`src/rtl/pgen_cfg.svh`:
```
// register offsets, field positions, reset values and sizes of the pulse generator
`ifndef PGEN_CFG_SVH
`define PGEN_CFG_SVH
`define PGEN_ADDR_W 16
`define PGEN_NUM_CH 6
// register indexes; the byte address is four times the index
`define PGEN_IDX_MASK 16'h07b0
`define PGEN_IDX_STATUS 16'h07b1
`define PGEN_IDX_CTRL 16'h0780
`define PGEN_IDX_MODE 16'h0781
`define PGEN_IDX_PULSE_NUM 16'h0782
`define PGEN_IDX_SHADOW 16'h0783
`define PGEN_IDX_SEQ_STATE 16'h0784
`define PGEN_IDX_CHCFG_BASE 16'h0790
`define PGEN_IDX_PHASE_BASE 16'h07a0
// control register fields
`define PGEN_CTRL_EN_LSB 0
`define PGEN_CTRL_DMA_START 8
`define PGEN_CTRL_DMA_STOP 9
// status register fields
`define PGEN_ST_COUNT_DONE 0
`define PGEN_ST_FIFO_DRAINED 1
`define PGEN_ST_FRAME_LSB 2
// descriptor fields
`define PGEN_DESC_CARRIER 15
`define PGEN_DESC_SOURCE 14
`define PGEN_DESC_FRAMES_MSB 13
// reset values
`define PGEN_RST_MASK 8'h00
`define PGEN_RST_STATUS 8'h00
`define PGEN_RST_EN 6'h00
`define PGEN_RST_CYCLE 16'h0000
`define PGEN_RST_CMP 16'h0000
`define PGEN_RST_PHASE 16'h0000
`define PGEN_RST_PULSE_NUM 16'h0000
`endif

```
`src/rtl/pgen_pkg.sv`:
```
// types shared by the pulse generator modules
package pgen_pkg;
   typedef enum logic [2:0] {
      PGEN_MODE_NORMAL = 3'b000,
      PGEN_MODE_COUNT = 3'b001,
      PGEN_MODE_IR = 3'b010,
      PGEN_MODE_IR_FIFO = 3'b011,
      PGEN_MODE_IR_DMA = 3'b100
   } pgen_mode_t;

   typedef enum logic [1:0] {
      PGEN_SEQ_IDLE = 2'b00,
      PGEN_SEQ_FETCH = 2'b01,
      PGEN_SEQ_PLAY = 2'b10
   } pgen_seq_state_t;

   // one waveform descriptor as the dma hands it over
   typedef struct packed {
      logic carrier;
      logic alternate;
      logic [13:0] frames;
   } pgen_desc_t;

   // frame setting of one channel
   typedef struct packed {
      logic [15:0] cycle;
      logic [15:0] cmp;
   } pgen_frame_cfg_t;
endpackage : pgen_pkg

```
`src/rtl/pgen_chan.sv`:
```
// one frame generator: phase delay, then frames of cmp high and cycle-cmp low
`timescale 1ns/1ps
`default_nettype none
module pgen_chan
   import pgen_pkg::*;
(
   input wire logic pclk, // generator clock
   input wire logic presetn, // async reset, active low
   input wire logic run, // channel running
   input wire logic carrier, // high pulse allowed in this frame
   input wire pgen_pkg::pgen_frame_cfg_t cfg, // cycle and compare of the frame
   input wire logic [15:0] phase, // start delay in clocks
   output logic wave, // waveform, combinational
   output logic frame_end // last clock of a frame, combinational
);
   logic started;
   logic delaying;
   logic [15:0] delay_cnt;
   logic [15:0] cnt;
   logic [15:0] last;
   logic active;

   // a zero cycle is treated as one clock so the counter never runs away
   assign last = (cfg.cycle == 16'h0000) ? 16'h0000 : cfg.cycle - 16'h0001;
   assign active = run && started && !delaying;
   assign frame_end = active && (cnt >= last);
   assign wave = active && carrier && (cnt < cfg.cmp);

   always_ff @(posedge pclk or negedge presetn) begin
      if (!presetn) begin
         started <= 1'b0;
         delaying <= 1'b0;
         delay_cnt <= 16'h0000;
         cnt <= 16'h0000;
      end else if (!run) begin
         started <= 1'b0;
         delaying <= 1'b0;
         cnt <= 16'h0000;
      end else if (!started) begin
         started <= 1'b1;
         delay_cnt <= phase;
         delaying <= (phase != 16'h0000);
         cnt <= 16'h0000;
      end else if (delaying) begin
         delay_cnt <= delay_cnt - 16'h0001;
         if (delay_cnt == 16'h0001) begin
            delaying <= 1'b0;
         end
      end else if (cnt >= last) begin
         cnt <= 16'h0000;
      end else begin
         cnt <= cnt + 16'h0001;
      end
   end
endmodule : pgen_chan
`default_nettype wire

```
`src/rtl/pgen_slot.sv`:
```
// one-entry descriptor holding slot so the next waveform is ready at a frame boundary
`timescale 1ns/1ps
`default_nettype none
module pgen_slot
   import pgen_pkg::*;
(
   input wire logic pclk, // generator clock
   input wire logic presetn, // async reset, active low
   input wire logic accept, // sequencer wants descriptors
   input wire logic flush, // drop held descriptor
   input wire logic in_valid, // dma offers a descriptor
   input wire pgen_pkg::pgen_desc_t in_desc, // offered descriptor
   input wire logic in_last, // offered descriptor ends the buffer
   output logic in_ready, // slot can take a descriptor, registered
   output logic out_valid, // descriptor held
   output pgen_pkg::pgen_desc_t out_desc, // held descriptor
   output logic out_last, // held descriptor ends the buffer
   input wire logic take // sequencer consumes the held descriptor
);
   logic next_full;

   always_comb begin
      next_full = out_valid;
      if (flush) begin
         next_full = 1'b0;
      end else if (in_valid && in_ready) begin
         next_full = 1'b1;
      end else if (take) begin
         next_full = 1'b0;
      end
   end

   always_ff @(posedge pclk or negedge presetn) begin
      if (!presetn) begin
         out_valid <= 1'b0;
         in_ready <= 1'b0;
         out_desc <= '0;
         out_last <= 1'b0;
      end else begin
         out_valid <= next_full;
         // ready only rises once the slot has been emptied
         in_ready <= accept && !flush && !next_full;
         if (in_valid && in_ready && !flush) begin
            out_desc <= in_desc;
            out_last <= in_last;
         end
      end
   end
endmodule : pgen_slot
`default_nettype wire

```
`src/rtl/pgen_irq_seq.sv`:
```
// six-channel pulse generator with event flags and channel-0 dma waveform sequencer
// Overview of operation
// A status bit sets on its event whatever the mask holds.
// Writing 1 to a status bit clears it; writing 0 leaves it.
// Interrupt rises only when status and all mask layers are set.
// Mask register at index 0x7b0, status at 0x7b1, bit n gates bit n.
// Bit 0 count done, bit 1 fifo drained, bits 2-7 channel 0-5 frame ends.
// Every channel flags the end of each frame in every mode.
// Channel 0 flags count done at the counted frame, counting and IR modes.
// In dma mode channel 0 flags fifo drained after all descriptors played.
// Software enables local mask, system mask bit 14 and global enable.
// Software clears stale status before setting its mask bit.
// Each channel waits its phase delay before output; zero means none.
// Descriptors play in order, back to back, without gaps; here an empty slot or a zero-frame descriptor at a boundary costs a gap.
// Descriptor bit 15 on gives high pulses, off gives all-zero frames.
// Descriptor bit 14 picks the primary or alternate frame setting.
// Exactly the descriptor's frame count is played before the next one.
// Channel 0 holds a second cycle and compare pair for alternate frames.
// Software prepares the buffer and dma address before starting.
// After the last descriptor the sequencer stops on its own.
// A manual stop halts dma sequencing at once.
// Once started the sequence runs without processor help.
// Dma mode exists on channel 0 only, on both its outputs.
// A frame is high for compare clocks, then low for the rest.
// Each channel drives an inverted copy of its waveform.
// Descriptor bits 13 to 0 give the unsigned frame count.
`timescale 1ns/1ps
`default_nettype none
`include "pgen_cfg.svh"
module pgen_irq_seq (
   input wire logic pclk, // generator clock
   input wire logic presetn, // async reset, active low
   input wire logic psel, // apb select
   input wire logic penable, // apb access phase
   input wire logic pwrite, // apb write
   input wire logic [`PGEN_ADDR_W-1:0] paddr, // apb byte address
   input wire logic [31:0] pwdata, // apb write data
   output logic [31:0] prdata, // apb read data
   output logic pready, // apb ready
   output logic pslverr, // apb error on unmapped address
   input wire logic desc_valid, // dma offers a descriptor
   input wire pgen_pkg::pgen_desc_t desc_data, // descriptor word
   input wire logic desc_last, // descriptor is the last of the buffer
   output logic desc_ready, // descriptor taken when high with valid
   output logic [5:0] pulse_out, // channel waveforms
   output logic [5:0] pulse_out_n, // inverted waveforms, ch0_inverted_output at bit 0
   output logic pulse_irq // event interrupt request
);
   import pgen_pkg::*;

   logic [7:0] pulse_event_mask;
   logic [7:0] pulse_event_status;
   logic [5:0] chan_enable;
   pgen_mode_t mode;
   logic [15:0] pulse_num;
   pgen_frame_cfg_t shadow_cfg;
   pgen_frame_cfg_t chan_cfg [0:5];
   logic [15:0] chan_phase [0:5];

   logic [`PGEN_ADDR_W-1:0] idx;
   logic wr_access;
   logic rd_access;
   logic hit;
   logic [31:0] rd_value;
   logic [7:0] status_clr;
   logic dma_start_req;
   logic dma_stop_req;

   pgen_seq_state_t seq_state;
   pgen_desc_t cur_desc;
   logic cur_last;
   logic [13:0] frames_left;
   logic [15:0] pulses_seen;

   logic [5:0] run;
   logic [5:0] wave;
   logic [5:0] frame_end;
   logic ch0_carrier;
   pgen_frame_cfg_t ch0_cfg;
   logic dma_mode;
   logic count_mode;
   logic count_hit;
   logic count_stop;
   logic fifo_drained_flag;
   logic ch0_count_done_flag;
   logic [7:0] event_set;

   logic slot_valid;
   pgen_desc_t slot_desc;
   logic slot_last;
   logic slot_take;
   logic slot_flush;

   // ---------------- apb slave ----------------
   // registers sit one per word; the printed offsets are word indexes
   assign idx = {2'b00, paddr[`PGEN_ADDR_W-1:2]};
   assign wr_access = psel && penable && pwrite && !pready;
   assign rd_access = psel && penable && !pwrite && !pready;

   always_comb begin
      hit = 1'b1;
      rd_value = 32'h0000_0000;
      if (idx == `PGEN_IDX_MASK) begin
         rd_value = {24'h000000, pulse_event_mask};
      end else if (idx == `PGEN_IDX_STATUS) begin
         rd_value = {24'h000000, pulse_event_status};
      end else if (idx == `PGEN_IDX_CTRL) begin
         rd_value = {26'h0000000, chan_enable};
      end else if (idx == `PGEN_IDX_MODE) begin
         rd_value = {29'h00000000, mode};
      end else if (idx == `PGEN_IDX_PULSE_NUM) begin
         rd_value = {16'h0000, pulse_num};
      end else if (idx == `PGEN_IDX_SHADOW) begin
         rd_value = shadow_cfg;
      end else if (idx == `PGEN_IDX_SEQ_STATE) begin
         rd_value = {cur_last, 13'h0000, seq_state, frames_left, slot_valid, 1'b0};
      end else if (idx >= `PGEN_IDX_CHCFG_BASE && idx < `PGEN_IDX_CHCFG_BASE + 16'h0006) begin
         rd_value = chan_cfg[3'(idx - `PGEN_IDX_CHCFG_BASE)];
      end else if (idx >= `PGEN_IDX_PHASE_BASE && idx < `PGEN_IDX_PHASE_BASE + 16'h0006) begin
         rd_value = {16'h0000, chan_phase[3'(idx - `PGEN_IDX_PHASE_BASE)]};
      end else begin
         hit = 1'b0;
      end
   end

   // the answer comes one cycle into the access phase, from registers
   always_ff @(posedge pclk or negedge presetn) begin
      if (!presetn) begin
         pready <= 1'b0;
         pslverr <= 1'b0;
         prdata <= 32'h0000_0000;
      end else begin
         pready <= psel && penable && !pready;
         pslverr <= psel && penable && !pready && !hit;
         prdata <= rd_access ? rd_value : 32'h0000_0000;
      end
   end

   assign status_clr = (wr_access && idx == `PGEN_IDX_STATUS) ? pwdata[7:0] : 8'h00;
   assign dma_start_req = wr_access && idx == `PGEN_IDX_CTRL && pwdata[`PGEN_CTRL_DMA_START];
   assign dma_stop_req = wr_access && idx == `PGEN_IDX_CTRL && pwdata[`PGEN_CTRL_DMA_STOP];

   always_ff @(posedge pclk or negedge presetn) begin
      if (!presetn) begin
         pulse_event_mask <= `PGEN_RST_MASK;
         mode <= PGEN_MODE_NORMAL;
         pulse_num <= `PGEN_RST_PULSE_NUM;
         shadow_cfg <= {`PGEN_RST_CYCLE, `PGEN_RST_CMP};
      end else if (wr_access) begin
         if (idx == `PGEN_IDX_MASK) begin
            pulse_event_mask <= pwdata[7:0];
         end else if (idx == `PGEN_IDX_MODE) begin
            mode <= pgen_mode_t'(pwdata[2:0]);
         end else if (idx == `PGEN_IDX_PULSE_NUM) begin
            pulse_num <= pwdata[15:0];
         end else if (idx == `PGEN_IDX_SHADOW) begin
            shadow_cfg <= pwdata;
         end
      end
   end

   // channel enables; counting mode drops channel 0 on its own when done
   always_ff @(posedge pclk or negedge presetn) begin
      if (!presetn) begin
         chan_enable <= `PGEN_RST_EN;
      end else if (wr_access && idx == `PGEN_IDX_CTRL) begin
         chan_enable <= pwdata[`PGEN_CTRL_EN_LSB +: 6];
      end else if (count_stop) begin
         chan_enable[0] <= 1'b0;
      end
   end

   generate
      for (genvar n = 0; n < `PGEN_NUM_CH; n++) begin : g_cfg
         always_ff @(posedge pclk or negedge presetn) begin
            if (!presetn) begin
               chan_cfg[n] <= {`PGEN_RST_CYCLE, `PGEN_RST_CMP};
               chan_phase[n] <= `PGEN_RST_PHASE;
            end else if (wr_access) begin
               if (idx == `PGEN_IDX_CHCFG_BASE + 16'(n)) begin
                  chan_cfg[n] <= pwdata;
               end
               if (idx == `PGEN_IDX_PHASE_BASE + 16'(n)) begin
                  chan_phase[n] <= pwdata[15:0];
               end
            end
         end
      end
   endgenerate

   // ---------------- channel 0 mode logic ----------------
   assign dma_mode = (mode == PGEN_MODE_IR_DMA);
   assign count_mode = (mode == PGEN_MODE_COUNT) || (mode == PGEN_MODE_IR);
   assign count_hit = count_mode && frame_end[0] && (pulses_seen + 16'h0001 == pulse_num);
   assign ch0_count_done_flag = count_hit;
   assign count_stop = count_hit && (mode == PGEN_MODE_COUNT);

   always_ff @(posedge pclk or negedge presetn) begin
      if (!presetn) begin
         pulses_seen <= 16'h0000;
      end else if (!run[0] || !count_mode || count_hit) begin
         pulses_seen <= 16'h0000;
      end else if (frame_end[0]) begin
         pulses_seen <= pulses_seen + 16'h0001;
      end
   end

   // in dma mode the frame setting and carrier follow the playing descriptor
   assign ch0_carrier = dma_mode ? cur_desc.carrier : 1'b1;
   assign ch0_cfg = (dma_mode && cur_desc.alternate) ? shadow_cfg : chan_cfg[0];
   assign run[0] = dma_mode ? (seq_state == PGEN_SEQ_PLAY) : chan_enable[0];
   assign run[5:1] = chan_enable[5:1];

   // ---------------- descriptor sequencer ----------------
   // the slot is refilled while a waveform plays so the next one can start on the
   // very next clock; an empty slot at a boundary is an underrun and costs a gap
   always_comb begin
      slot_take = 1'b0;
      if (dma_mode && !dma_stop_req && slot_valid) begin
         if (seq_state == PGEN_SEQ_FETCH) begin
            slot_take = 1'b1;
         end else if (seq_state == PGEN_SEQ_PLAY && frame_end[0] && frames_left == 14'h0001 && !cur_last) begin
            slot_take = 1'b1;
         end
      end
   end

   assign slot_flush = dma_stop_req || !dma_mode || seq_state == PGEN_SEQ_IDLE;

   always_ff @(posedge pclk or negedge presetn) begin
      if (!presetn) begin
         seq_state <= PGEN_SEQ_IDLE;
         cur_desc <= '0;
         cur_last <= 1'b0;
         frames_left <= 14'h0000;
         fifo_drained_flag <= 1'b0;
      end else begin
         fifo_drained_flag <= 1'b0;
         if (dma_stop_req || !dma_mode) begin
            seq_state <= PGEN_SEQ_IDLE;
         end else begin
            case (seq_state)
               PGEN_SEQ_IDLE: begin
                  if (dma_start_req) begin
                     seq_state <= PGEN_SEQ_FETCH;
                  end
               end
               PGEN_SEQ_FETCH: begin
                  if (slot_valid) begin
                     cur_desc <= slot_desc;
                     cur_last <= slot_last;
                     frames_left <= slot_desc.frames;
                     if (slot_desc.frames != 14'h0000) begin
                        seq_state <= PGEN_SEQ_PLAY;
                     end else if (slot_last) begin
                        seq_state <= PGEN_SEQ_IDLE;
                        fifo_drained_flag <= 1'b1;
                     end
                  end
               end
               PGEN_SEQ_PLAY: begin
                  if (frame_end[0]) begin
                     if (frames_left != 14'h0001) begin
                        frames_left <= frames_left - 14'h0001;
                     end else if (cur_last) begin
                        seq_state <= PGEN_SEQ_IDLE;
                        fifo_drained_flag <= 1'b1;
                     end else if (slot_valid && slot_desc.frames != 14'h0000) begin
                        cur_desc <= slot_desc;
                        cur_last <= slot_last;
                        frames_left <= slot_desc.frames;
                     end else begin
                        // underruns and non-last zero-frame descriptors go back to fetch; a zero-frame last one ends here
                        seq_state <= PGEN_SEQ_FETCH;
                        if (slot_valid) begin
                           cur_last <= slot_last;
                           if (slot_last) begin
                              seq_state <= PGEN_SEQ_IDLE;
                              fifo_drained_flag <= 1'b1;
                           end
                        end
                     end
                  end
               end
               default: begin
                  seq_state <= PGEN_SEQ_IDLE;
               end
            endcase
         end
      end
   end

   pgen_slot u_slot (
      .pclk(pclk),
      .presetn(presetn),
      .accept(dma_mode && seq_state != PGEN_SEQ_IDLE),
      .flush(slot_flush),
      .in_valid(desc_valid),
      .in_desc(desc_data),
      .in_last(desc_last),
      .in_ready(desc_ready),
      .out_valid(slot_valid),
      .out_desc(slot_desc),
      .out_last(slot_last),
      .take(slot_take)
   );

   // ---------------- frame generators ----------------
   generate
      for (genvar n = 0; n < `PGEN_NUM_CH; n++) begin : g_chan
         pgen_chan u_chan (
            .pclk(pclk),
            .presetn(presetn),
            .run(run[n]),
            .carrier((n == 0) ? ch0_carrier : 1'b1),
            .cfg((n == 0) ? ch0_cfg : chan_cfg[n]),
            .phase(chan_phase[n]),
            .wave(wave[n]),
            .frame_end(frame_end[n])
         );
      end
   endgenerate

   // both outputs come from the same edge, so the pair never overlaps
   always_ff @(posedge pclk or negedge presetn) begin
      if (!presetn) begin
         pulse_out <= 6'h00;
         pulse_out_n <= 6'h3f;
      end else begin
         pulse_out <= wave;
         pulse_out_n <= ~wave;
      end
   end

   // ---------------- event flags ----------------
   assign event_set = {frame_end, fifo_drained_flag, ch0_count_done_flag};

   // a set in the clearing cycle wins, so no event is lost
   always_ff @(posedge pclk or negedge presetn) begin
      if (!presetn) begin
         pulse_event_status <= `PGEN_RST_STATUS;
      end else begin
         pulse_event_status <= (pulse_event_status & ~status_clr) | event_set;
      end
   end

   // only the local layer lives here; system mask and global enable sit upstream
   always_ff @(posedge pclk or negedge presetn) begin
      if (!presetn) begin
         pulse_irq <= 1'b0;
      end else begin
         pulse_irq <= |(pulse_event_status & pulse_event_mask);
      end
   end
endmodule : pgen_irq_seq
`default_nettype wire

```
`config.mk`:
```
export PLATFORM = sky130hd
export DESIGN_NAME = pgen_irq_seq
export DESIGN_NICKNAME = d
export VERILOG_FILES = /design/src/rtl/pgen_pkg.sv /design/src/rtl/pgen_chan.sv /design/src/rtl/pgen_slot.sv /design/src/rtl/pgen_irq_seq.sv
export VERILOG_INCLUDE_DIRS = /design/src /design/src/rtl
export SDC_FILE = /design/constraint.sdc
export NUM_CORES = 2
export LEC_CHECK = 0
export BUFFER_PORTS_ARGS = -buffer_cell sky130_fd_sc_hd__buf_2
export CORE_MARGIN = 2
export CORE_UTILIZATION = 50
export CTS_CLUSTER_DIAMETER = 40
export CTS_CLUSTER_SIZE = 25
export DETAILED_ROUTE_END_ITERATION = 16
export PLACE_DENSITY_LB_ADDON = 0.3
export SLEW_MARGIN = 10
export SYNTH_ARGS = -nofsm -noshare
export SYNTH_HDL_FRONTEND = slang
export SYNTH_SLANG_ARGS = --single-unit
```
`constraint.sdc`:
```
create_clock -name pclk -period 4.67 [get_ports pclk]
set_input_delay 0.467 -clock pclk [delete_from_list [all_inputs] [get_ports pclk]]
set_output_delay 0.467 -clock pclk [all_outputs]
set_load 0.01 [all_outputs]
```
; ---- After elaboration in Yosys (flattened, before gate mapping)
; Cells that the tools add are included.
[word_totals]
register_bits = 667
input_bits = 71
word_cells = 449
[classes]
n_addsub = 22
magnitude_cmp = 18
n_eq_ne = 58
n_mux = 152
bitwise_logic = 11
n_reduce_logical = 119
[ops]
columns = operator, count
row1 = 2-to-1 mux 16 bit, 52
row2 = 2-to-1 mux 32 bit, 12
row3 = "== test 14 x 11 -> 1 bit, second input constant", 19
row4 = "subtractor 16 x 1 -> 16 bit, second input constant", 12
row5 = "adder 16 x 1 -> 16 bit, second input constant", 7
row6 = binary-select mux 32 bit (select 3 bit), 1
row7 = "== test 16 x 1 -> 1 bit, second input constant", 6
row8 = >= comparator 16 bit, 6
row9 = logical NOT 16 bit, 6
row10 = less-than comparator 16 bit, 6
row11 = nonzero test 16 bit, 6
row12 = 2-to-1 mux 14 bit, 5
row13 = 2-to-1 mux 1 bit, 66
row14 = logical AND 1 bit, 53
row15 = binary-select mux 16 bit (select 3 bit), 1
row16 = AND reduction 2 bit, 19
row17 = one-hot mux 16 bit (2 select lines), 1
row18 = ">= comparator 14 x 11 -> 1 bit, second input constant", 2
row19 = "less-than comparator 14 x 11 -> 1 bit, second input constant", 2
row20 = one-hot mux 14 bit (2 select lines), 1
row21 = "inequality test 3 bit, second input constant", 8
row22 = 2-to-1 mux 2 bit, 9
row23 = AND 8 bit, 2
row24 = == test 16 bit, 1
row25 = 35 further kinds, 77

; ---- Depth between registers and ports, before layout
[logic_depth]
word_depth = 18
mapped_depth = 19
mapped_depth_nobuf = 16

; ---- Cells and area by module
; From an unflattened synthesis, not the netlist that was laid out.
[unflattened]
hier_cells = 3993
area_unflattened_um2 = 40476.3
[by_module_without_submodules]
columns = mod, instances, cells_per_inst, area_each_um2, seq_area_each_um2
row1 = pgen_irq_seq, 1, 1716, 21663.3, 11118.2
row2 = pgen_chan (g_chan[0].u_chan ...), 5, 371, 3005.4, 850.8
row3 = pgen_chan (g_chan[2].u_chan), 1, 380, 3025.4, 850.8
row4 = pgen_slot, 1, 42, 760.7, 475.5

; ---- Worst setup path after synthesis
; Ideal clock, no wire load.
[synth_timing]
kind = reg-to-reg
start = reg mode[0]
end = reg frames_left[12]
setup_time_ps = 126
arrival_ps = 4323
required_time_ps = 4544
setup_slack_ps = 221
path_stages_with_launch = 19
path_buffers = 3
synth_period_minus_slack_ps = 4449
cell_sequence = dfrtp_1 > nor4bb_1 > clkbuf_1 > mux2i_1 > nand3_1 > nor2b_1 > and2_0 > and3_1 > o21ai_0 > ha_1 > and4_1 > nand4_1 > a211o_1 > o21ai_1 > clkbuf_1 > clkbuf_1 > a41oi_1 > o21ai_0 > a2bb2oi_1
[synth_via]
elab_chain_len = 9
[synth_rtl]
columns = item, line
row1 = start: declaration, pgen_irq_seq.sv:54  ; pgen_mode_t mode;
row2 = start signal: assignment, pgen_irq_seq.sv:153  ; mode <= pgen_mode_t'(pwdata[2:0]);
row3 = == test 3 bit *, pgen_irq_seq.sv:192  ; assign dma_mode = (mode == PGEN_MODE_IR_DMA);
row4 = logical AND 1 bit, pgen_irq_seq.sv:210  ; assign ch0_cfg = (dma_mode && cur_desc.alternate) ? shadow_cfg : chan_cfg[0];
row5 = 2-to-1 mux 32 bit, pgen_irq_seq.sv:210
row6 = subtractor 16 x 1 -> 16 bit / logical NOT 16 bit (equally long branches), pgen_chan.sv:24  ; assign last = (cfg.cycle == 16'h0000) ? 16'h0000 : cfg.cycle - 16'h0001;
row7 = 2-to-1 mux 16 bit, pgen_chan.sv:24
row8 = >= comparator 16 bit, pgen_chan.sv:26  ; assign frame_end = active && (cnt >= last);
row9 = logical AND 1 bit, pgen_chan.sv:26
row10 = inequality test 2 x 1 -> 1 bit (no source line), n/a
row11 = AND reduction 6 bit (no source line) *, n/a
row12 = end signal: assignment, pgen_irq_seq.sv:252  ; frames_left <= slot_desc.frames;
row13 = end signal: assignment, pgen_irq_seq.sv:264  ; frames_left <= frames_left - 14'h0001;
row14 = end signal: assignment, pgen_irq_seq.sv:271  ; frames_left <= slot_desc.frames;
row15 = end: declaration, pgen_irq_seq.sv:72  ; logic [13:0] frames_left;
; Every way passes the cells marked *; elsewhere a longest branch is shown, timed or not.
; A chain may end at the register's enable or synchronous reset.

; ---- Worst setup path in the final report
[layout_timing]
start = reg mode[1]
end = reg pulses_seen[4]
[layout_via]
elab_chain_len = 11
[layout_rtl]
columns = item, line
row1 = == test 3 bit, pgen_irq_seq.sv:192
row2 = logical AND 1 bit, pgen_irq_seq.sv:210
row3 = 2-to-1 mux 32 bit, pgen_irq_seq.sv:210
row4 = subtractor 16 x 1 -> 16 bit / logical NOT 16 bit (equally long branches), pgen_chan.sv:24
row5 = 2-to-1 mux 16 bit, pgen_chan.sv:24
row6 = >= comparator 16 bit, pgen_chan.sv:26
row7 = logical AND 1 bit, pgen_chan.sv:26
row8 = logical AND 1 bit (2 in a row), pgen_irq_seq.sv:194  ; assign count_hit = count_mode && frame_end[0] && (pulses_seen + 16'h0001 == pulse_num);
row9 = logical OR 1 bit, pgen_irq_seq.sv:201  ; end else if (!run[0] || !count_mode || count_hit) begin
row10 = 2-to-1 mux 16 bit / nonzero test 2 bit (equally long branches), n/a
row11 = end signal: assignment, pgen_irq_seq.sv:204  ; pulses_seen <= pulses_seen + 16'h0001;
row12 = end: declaration, pgen_irq_seq.sv:73  ; logic [15:0] pulses_seen;
; Parallel ways exist; a longest one is shown, timed or not.

==> flow_summary.yaml <==
sta:
  finalMaxSlewViolations: 0
  fmax_mhz: 220
  holdWs_ns: 0.0240
  setup_viol: 0
  slew_headroom_pct: 31.2
  worst_pin_slew_ns: 1.03
  hold_viol: 0
  tns_ns: 0
  layout_worst_path_cycle_share_pct: 97.3
  min_period_ns: 4.54
  skew_ns: 0.0343
setup_path:
  slowest_delay_ns: 0.46
  cpLargestDelayFamily: "simple AND/OR/NAND/NOR gates"
  crit_path_start_kind: "flop"
  crit_slowest_cell: "dfrtp_2"
  reg2reg_slack_ns: 0.13
  cp-end-kind: "flop"
  critPathMaxFanout: 13
  rr_endpoint: "pulses_seen[4]"
  critPathKind: "flop to flop"
  path_cells: "nor4bb_4 > buf_6 > mux2i_4 > ha_2 > and3_1 > and2_4 > nand3_1 > xor2_1 > nand2_1 > ha_1 > and4_1 > nand4_1 > a211o_1 > o21ai_4 > buf_12 > nand2_1 > nor4_4 > buf_6 > nor3_1"
  worstPathArrival_ns: 5.07
  required_ns: 5.19
  ff2ff_path_depth: 19
  critPathBufInv: 3
  r2r_start: "mode[1]"
yosys:
  synth-edff-count: 0
  synth_cell_types: 81
  ys.flop_type: "dfrtp_1"
  synth-async-reset-ratio_pct: 100
  syn-num-nets: 4318
  synth_top_area_cell: "dfrtp_1"
  syn_avg_cell_area_um2: 9.83
  syn_area_mm2: 0.0396
  synth-seq-cells: 667
  post_synth_main_area_contributors: "dfrtp_1, mux2_2, ha_1"
  syn_inst: 4029
  synth_top_area_share_pct: 41.8
  ys_warn_count: 0
  yosysSeqAreaShare_pct: 42.2
clocking:
  clk_pin_slew_ns: 0.06
  clock-sinks: 667
  cts_tree: "built"
  cts_buffer_depth: 3
  insertion_delay_ns: 0.68
  cts_buffers: 103
  cts_root_buffer: "clkbuf_16"
  htree_levels: 3
detailed_routing:
  viasPerCell: 6.30
  routedWlPerCell_um: 23.4
  route.vias.total: 33100
  drc_errors: 0
  drt-total-wl_um: 123000
  first_iter_violations: 3420
  drt_pre_antenna_iters: 6
  drtAntennaViolNets: 0
floorplan:
  die_h_um: 285
  rows: 103
  dieArea_mm2: 0.0815
  initial_core_util_pct: 50.3
  core_area_mm2: 0.0787
  pin_count: 119
  die_width_um: 285
pwr:
  power_density_mw_per_mm2: 314
  p_leak_nw: 21.0
  max-vdd-ir-drop_v: 0.000293
  p_total_mw: 14.2
flow_run:
  cap_violations: 0
final_layout:
  fin_area_mm2: 0.0452
  multiInputGateArea_mm2: 0.0217
  final_cell_mix: "dfrtp_1, nand2_1, mux2_2"
  final_util_pct: 57.4
  fill_cells: 6667
  final_common_cell: "dfrtp_1"
  nNetsFinal: 4410
  ff_latch_area_mm2: 0.0167
  syn2layout_area_growth_pct: 14.1
  drive_gt1_share_pct: 19.8
worst_hold_path:
  hold_path_class: "primary input to flop"
  hold_depth: 2
  worstHoldStart: "desc_data[5]"
  holdPathEnd: "u_slot.out_desc[5]"
global_route:
  grt_max_degree: 143
  grt_usage_pct: 29.7
  grt_pass1_vias: 31000
  grt-ovfl-total: 0
  antenna_found_initial: 3
  grt_pass1_wl_um: 188000
place:
  gp_congestion: 0.993
  dpl-instance-area_mm2: 0.0414
  numPortBuffers: 116
  dpl.hpwl_um: 87500
status:
  status: "complete, no violations"
==> per-stage QoR <==
step	setup slack [ns]	cells
final	0.126	5263
after global routing	-0.0199	5260
after CTS	0.0442	5251
after detailed placement	0.0245	5056
after global placement	0.0616	5056
after floorplan	0.221	4029
==> Yosys cell counts, drive strengths merged (12+ instances only) <==
cell type,count
a211oi,21
nor2,216
clkbuf,156
a21o,36
or4,23
ha,218
mux2i,86
dfrtp,661
or2,17
mux2,346
o311ai,31
buf,47
nand2,375
and2,28
a22oi,68
nand3b,12
xnor2,33
or3,38
o21ai,264
mux4,48
nand4,92
a21oi,239
o22ai,86
and3,41
nor3b,16
nor2b,28
inv,160
o21a,16
nor3,112
a31oi,44
nor4,70
xor2,60
nand3,125
nand2b,52
==> cell type report <==
| type | instances | share of cell area, % |
|---|---|---|
| clock inverters | 72 | 1.89 |
| flip-flops and latches | 667 | 37.0 |
| inverters | 163 | 1.35 |
| repair buffers | 190 | 2.82 |
| clock buffers | 121 | 6.12 |
| well taps | 1050 | 2.91 |
| multi-input cells | 2996 | 47.9 |
| diodes | 4 | 0.0221 |
==> per-layer routing <==
| metal | track usage [%] | up-vias | routed length [µm] |
|---|---|---|---|
| li1 | - | 15200 | - |
| met1 | 41.7 | 16300 | 52300 |
| met2 | 46.0 | 1341 | 55800 |
| met3 | 4.54 | 263 | 9580 |
| met4 | 12.5 | 0 | 5250 |
| met5 | 0 | - | 0 |
==> state kept, by name, indices dropped and copies added (netlist names), 6 cells and up <==
| name | flops |
|---|---|
| chan_cfg | 192 |
| chan_enable | 6 |
| chan_phase | 96 |
| frames_left | 14 |
| g_chan.u_chan.cnt | 96 |
| g_chan.u_chan.delay_cnt | 96 |
| g_chan.u_chan.delaying | 6 |
| g_chan.u_chan.started | 6 |
| prdata | 32 |
| pulse_event_mask | 8 |
| pulse_event_status | 8 |
| pulse_num | 16 |
| pulse_out | 6 |
| pulse_out_n | 6 |
| pulses_seen | 16 |
| shadow_cfg | 32 |
| u_slot.out_desc | 16 |
==> logic make-up (layout without fill, tap and decap cells) <==
kind of cell / Yosys count / in the layout / synth area share [%]
AOI/OAI and AO/OA: 934 / 934 / 14.6
adders and majority gates: 218 / 218 / 6.89
DFF: 667 / 667 / 42.2
xor gates and xnor gates: 93 / 93 / 2.06
muxes: 480 / 480 / 14.7
buffers and inverters: 366 / 546 / 3.51
and+or+nand+nor: 1271 / 1271 / 16.0
other: 0 / 4 / 0
==> report_power, final <==
part	leakage, nW	total, mW	switching [mW]	internal (mW)
clock network	1.76	7.93	3.16	4.77
registers	9.09	5.80	0.00699	5.79
logic	10.2	0.470	0.362	0.108
==> repair_timing <==
item | CTS | global route
setup buffers | 0 | 5
resized for setup | 2 | 24
setup endpoints to repair | 14 | 64
hold buffers | 2 | 0
pin swaps | 0 | 3
hold endpoints to repair | 39 | 0
cloned | 0 | 3
==> worst max-delay path by stage <==
stage	to	startpoint	cells after the start	slack, ns
3_5_place_dp	frames_left[9]	mode[1]	17	0.02
4_1_cts	pulses_seen[5]	mode[1]	19	0.04
6_report	pulses_seen[4]	mode[1]	19	0.13
5_1_grt	frames_left[9]	mode[1]	17	-0.02
2_1_floorplan	frames_left[12]	mode[0]	18	0.22
3_3_place_gp	frames_left[9]	mode[1]	17	0.06
(Power assumes the default switching activity.)
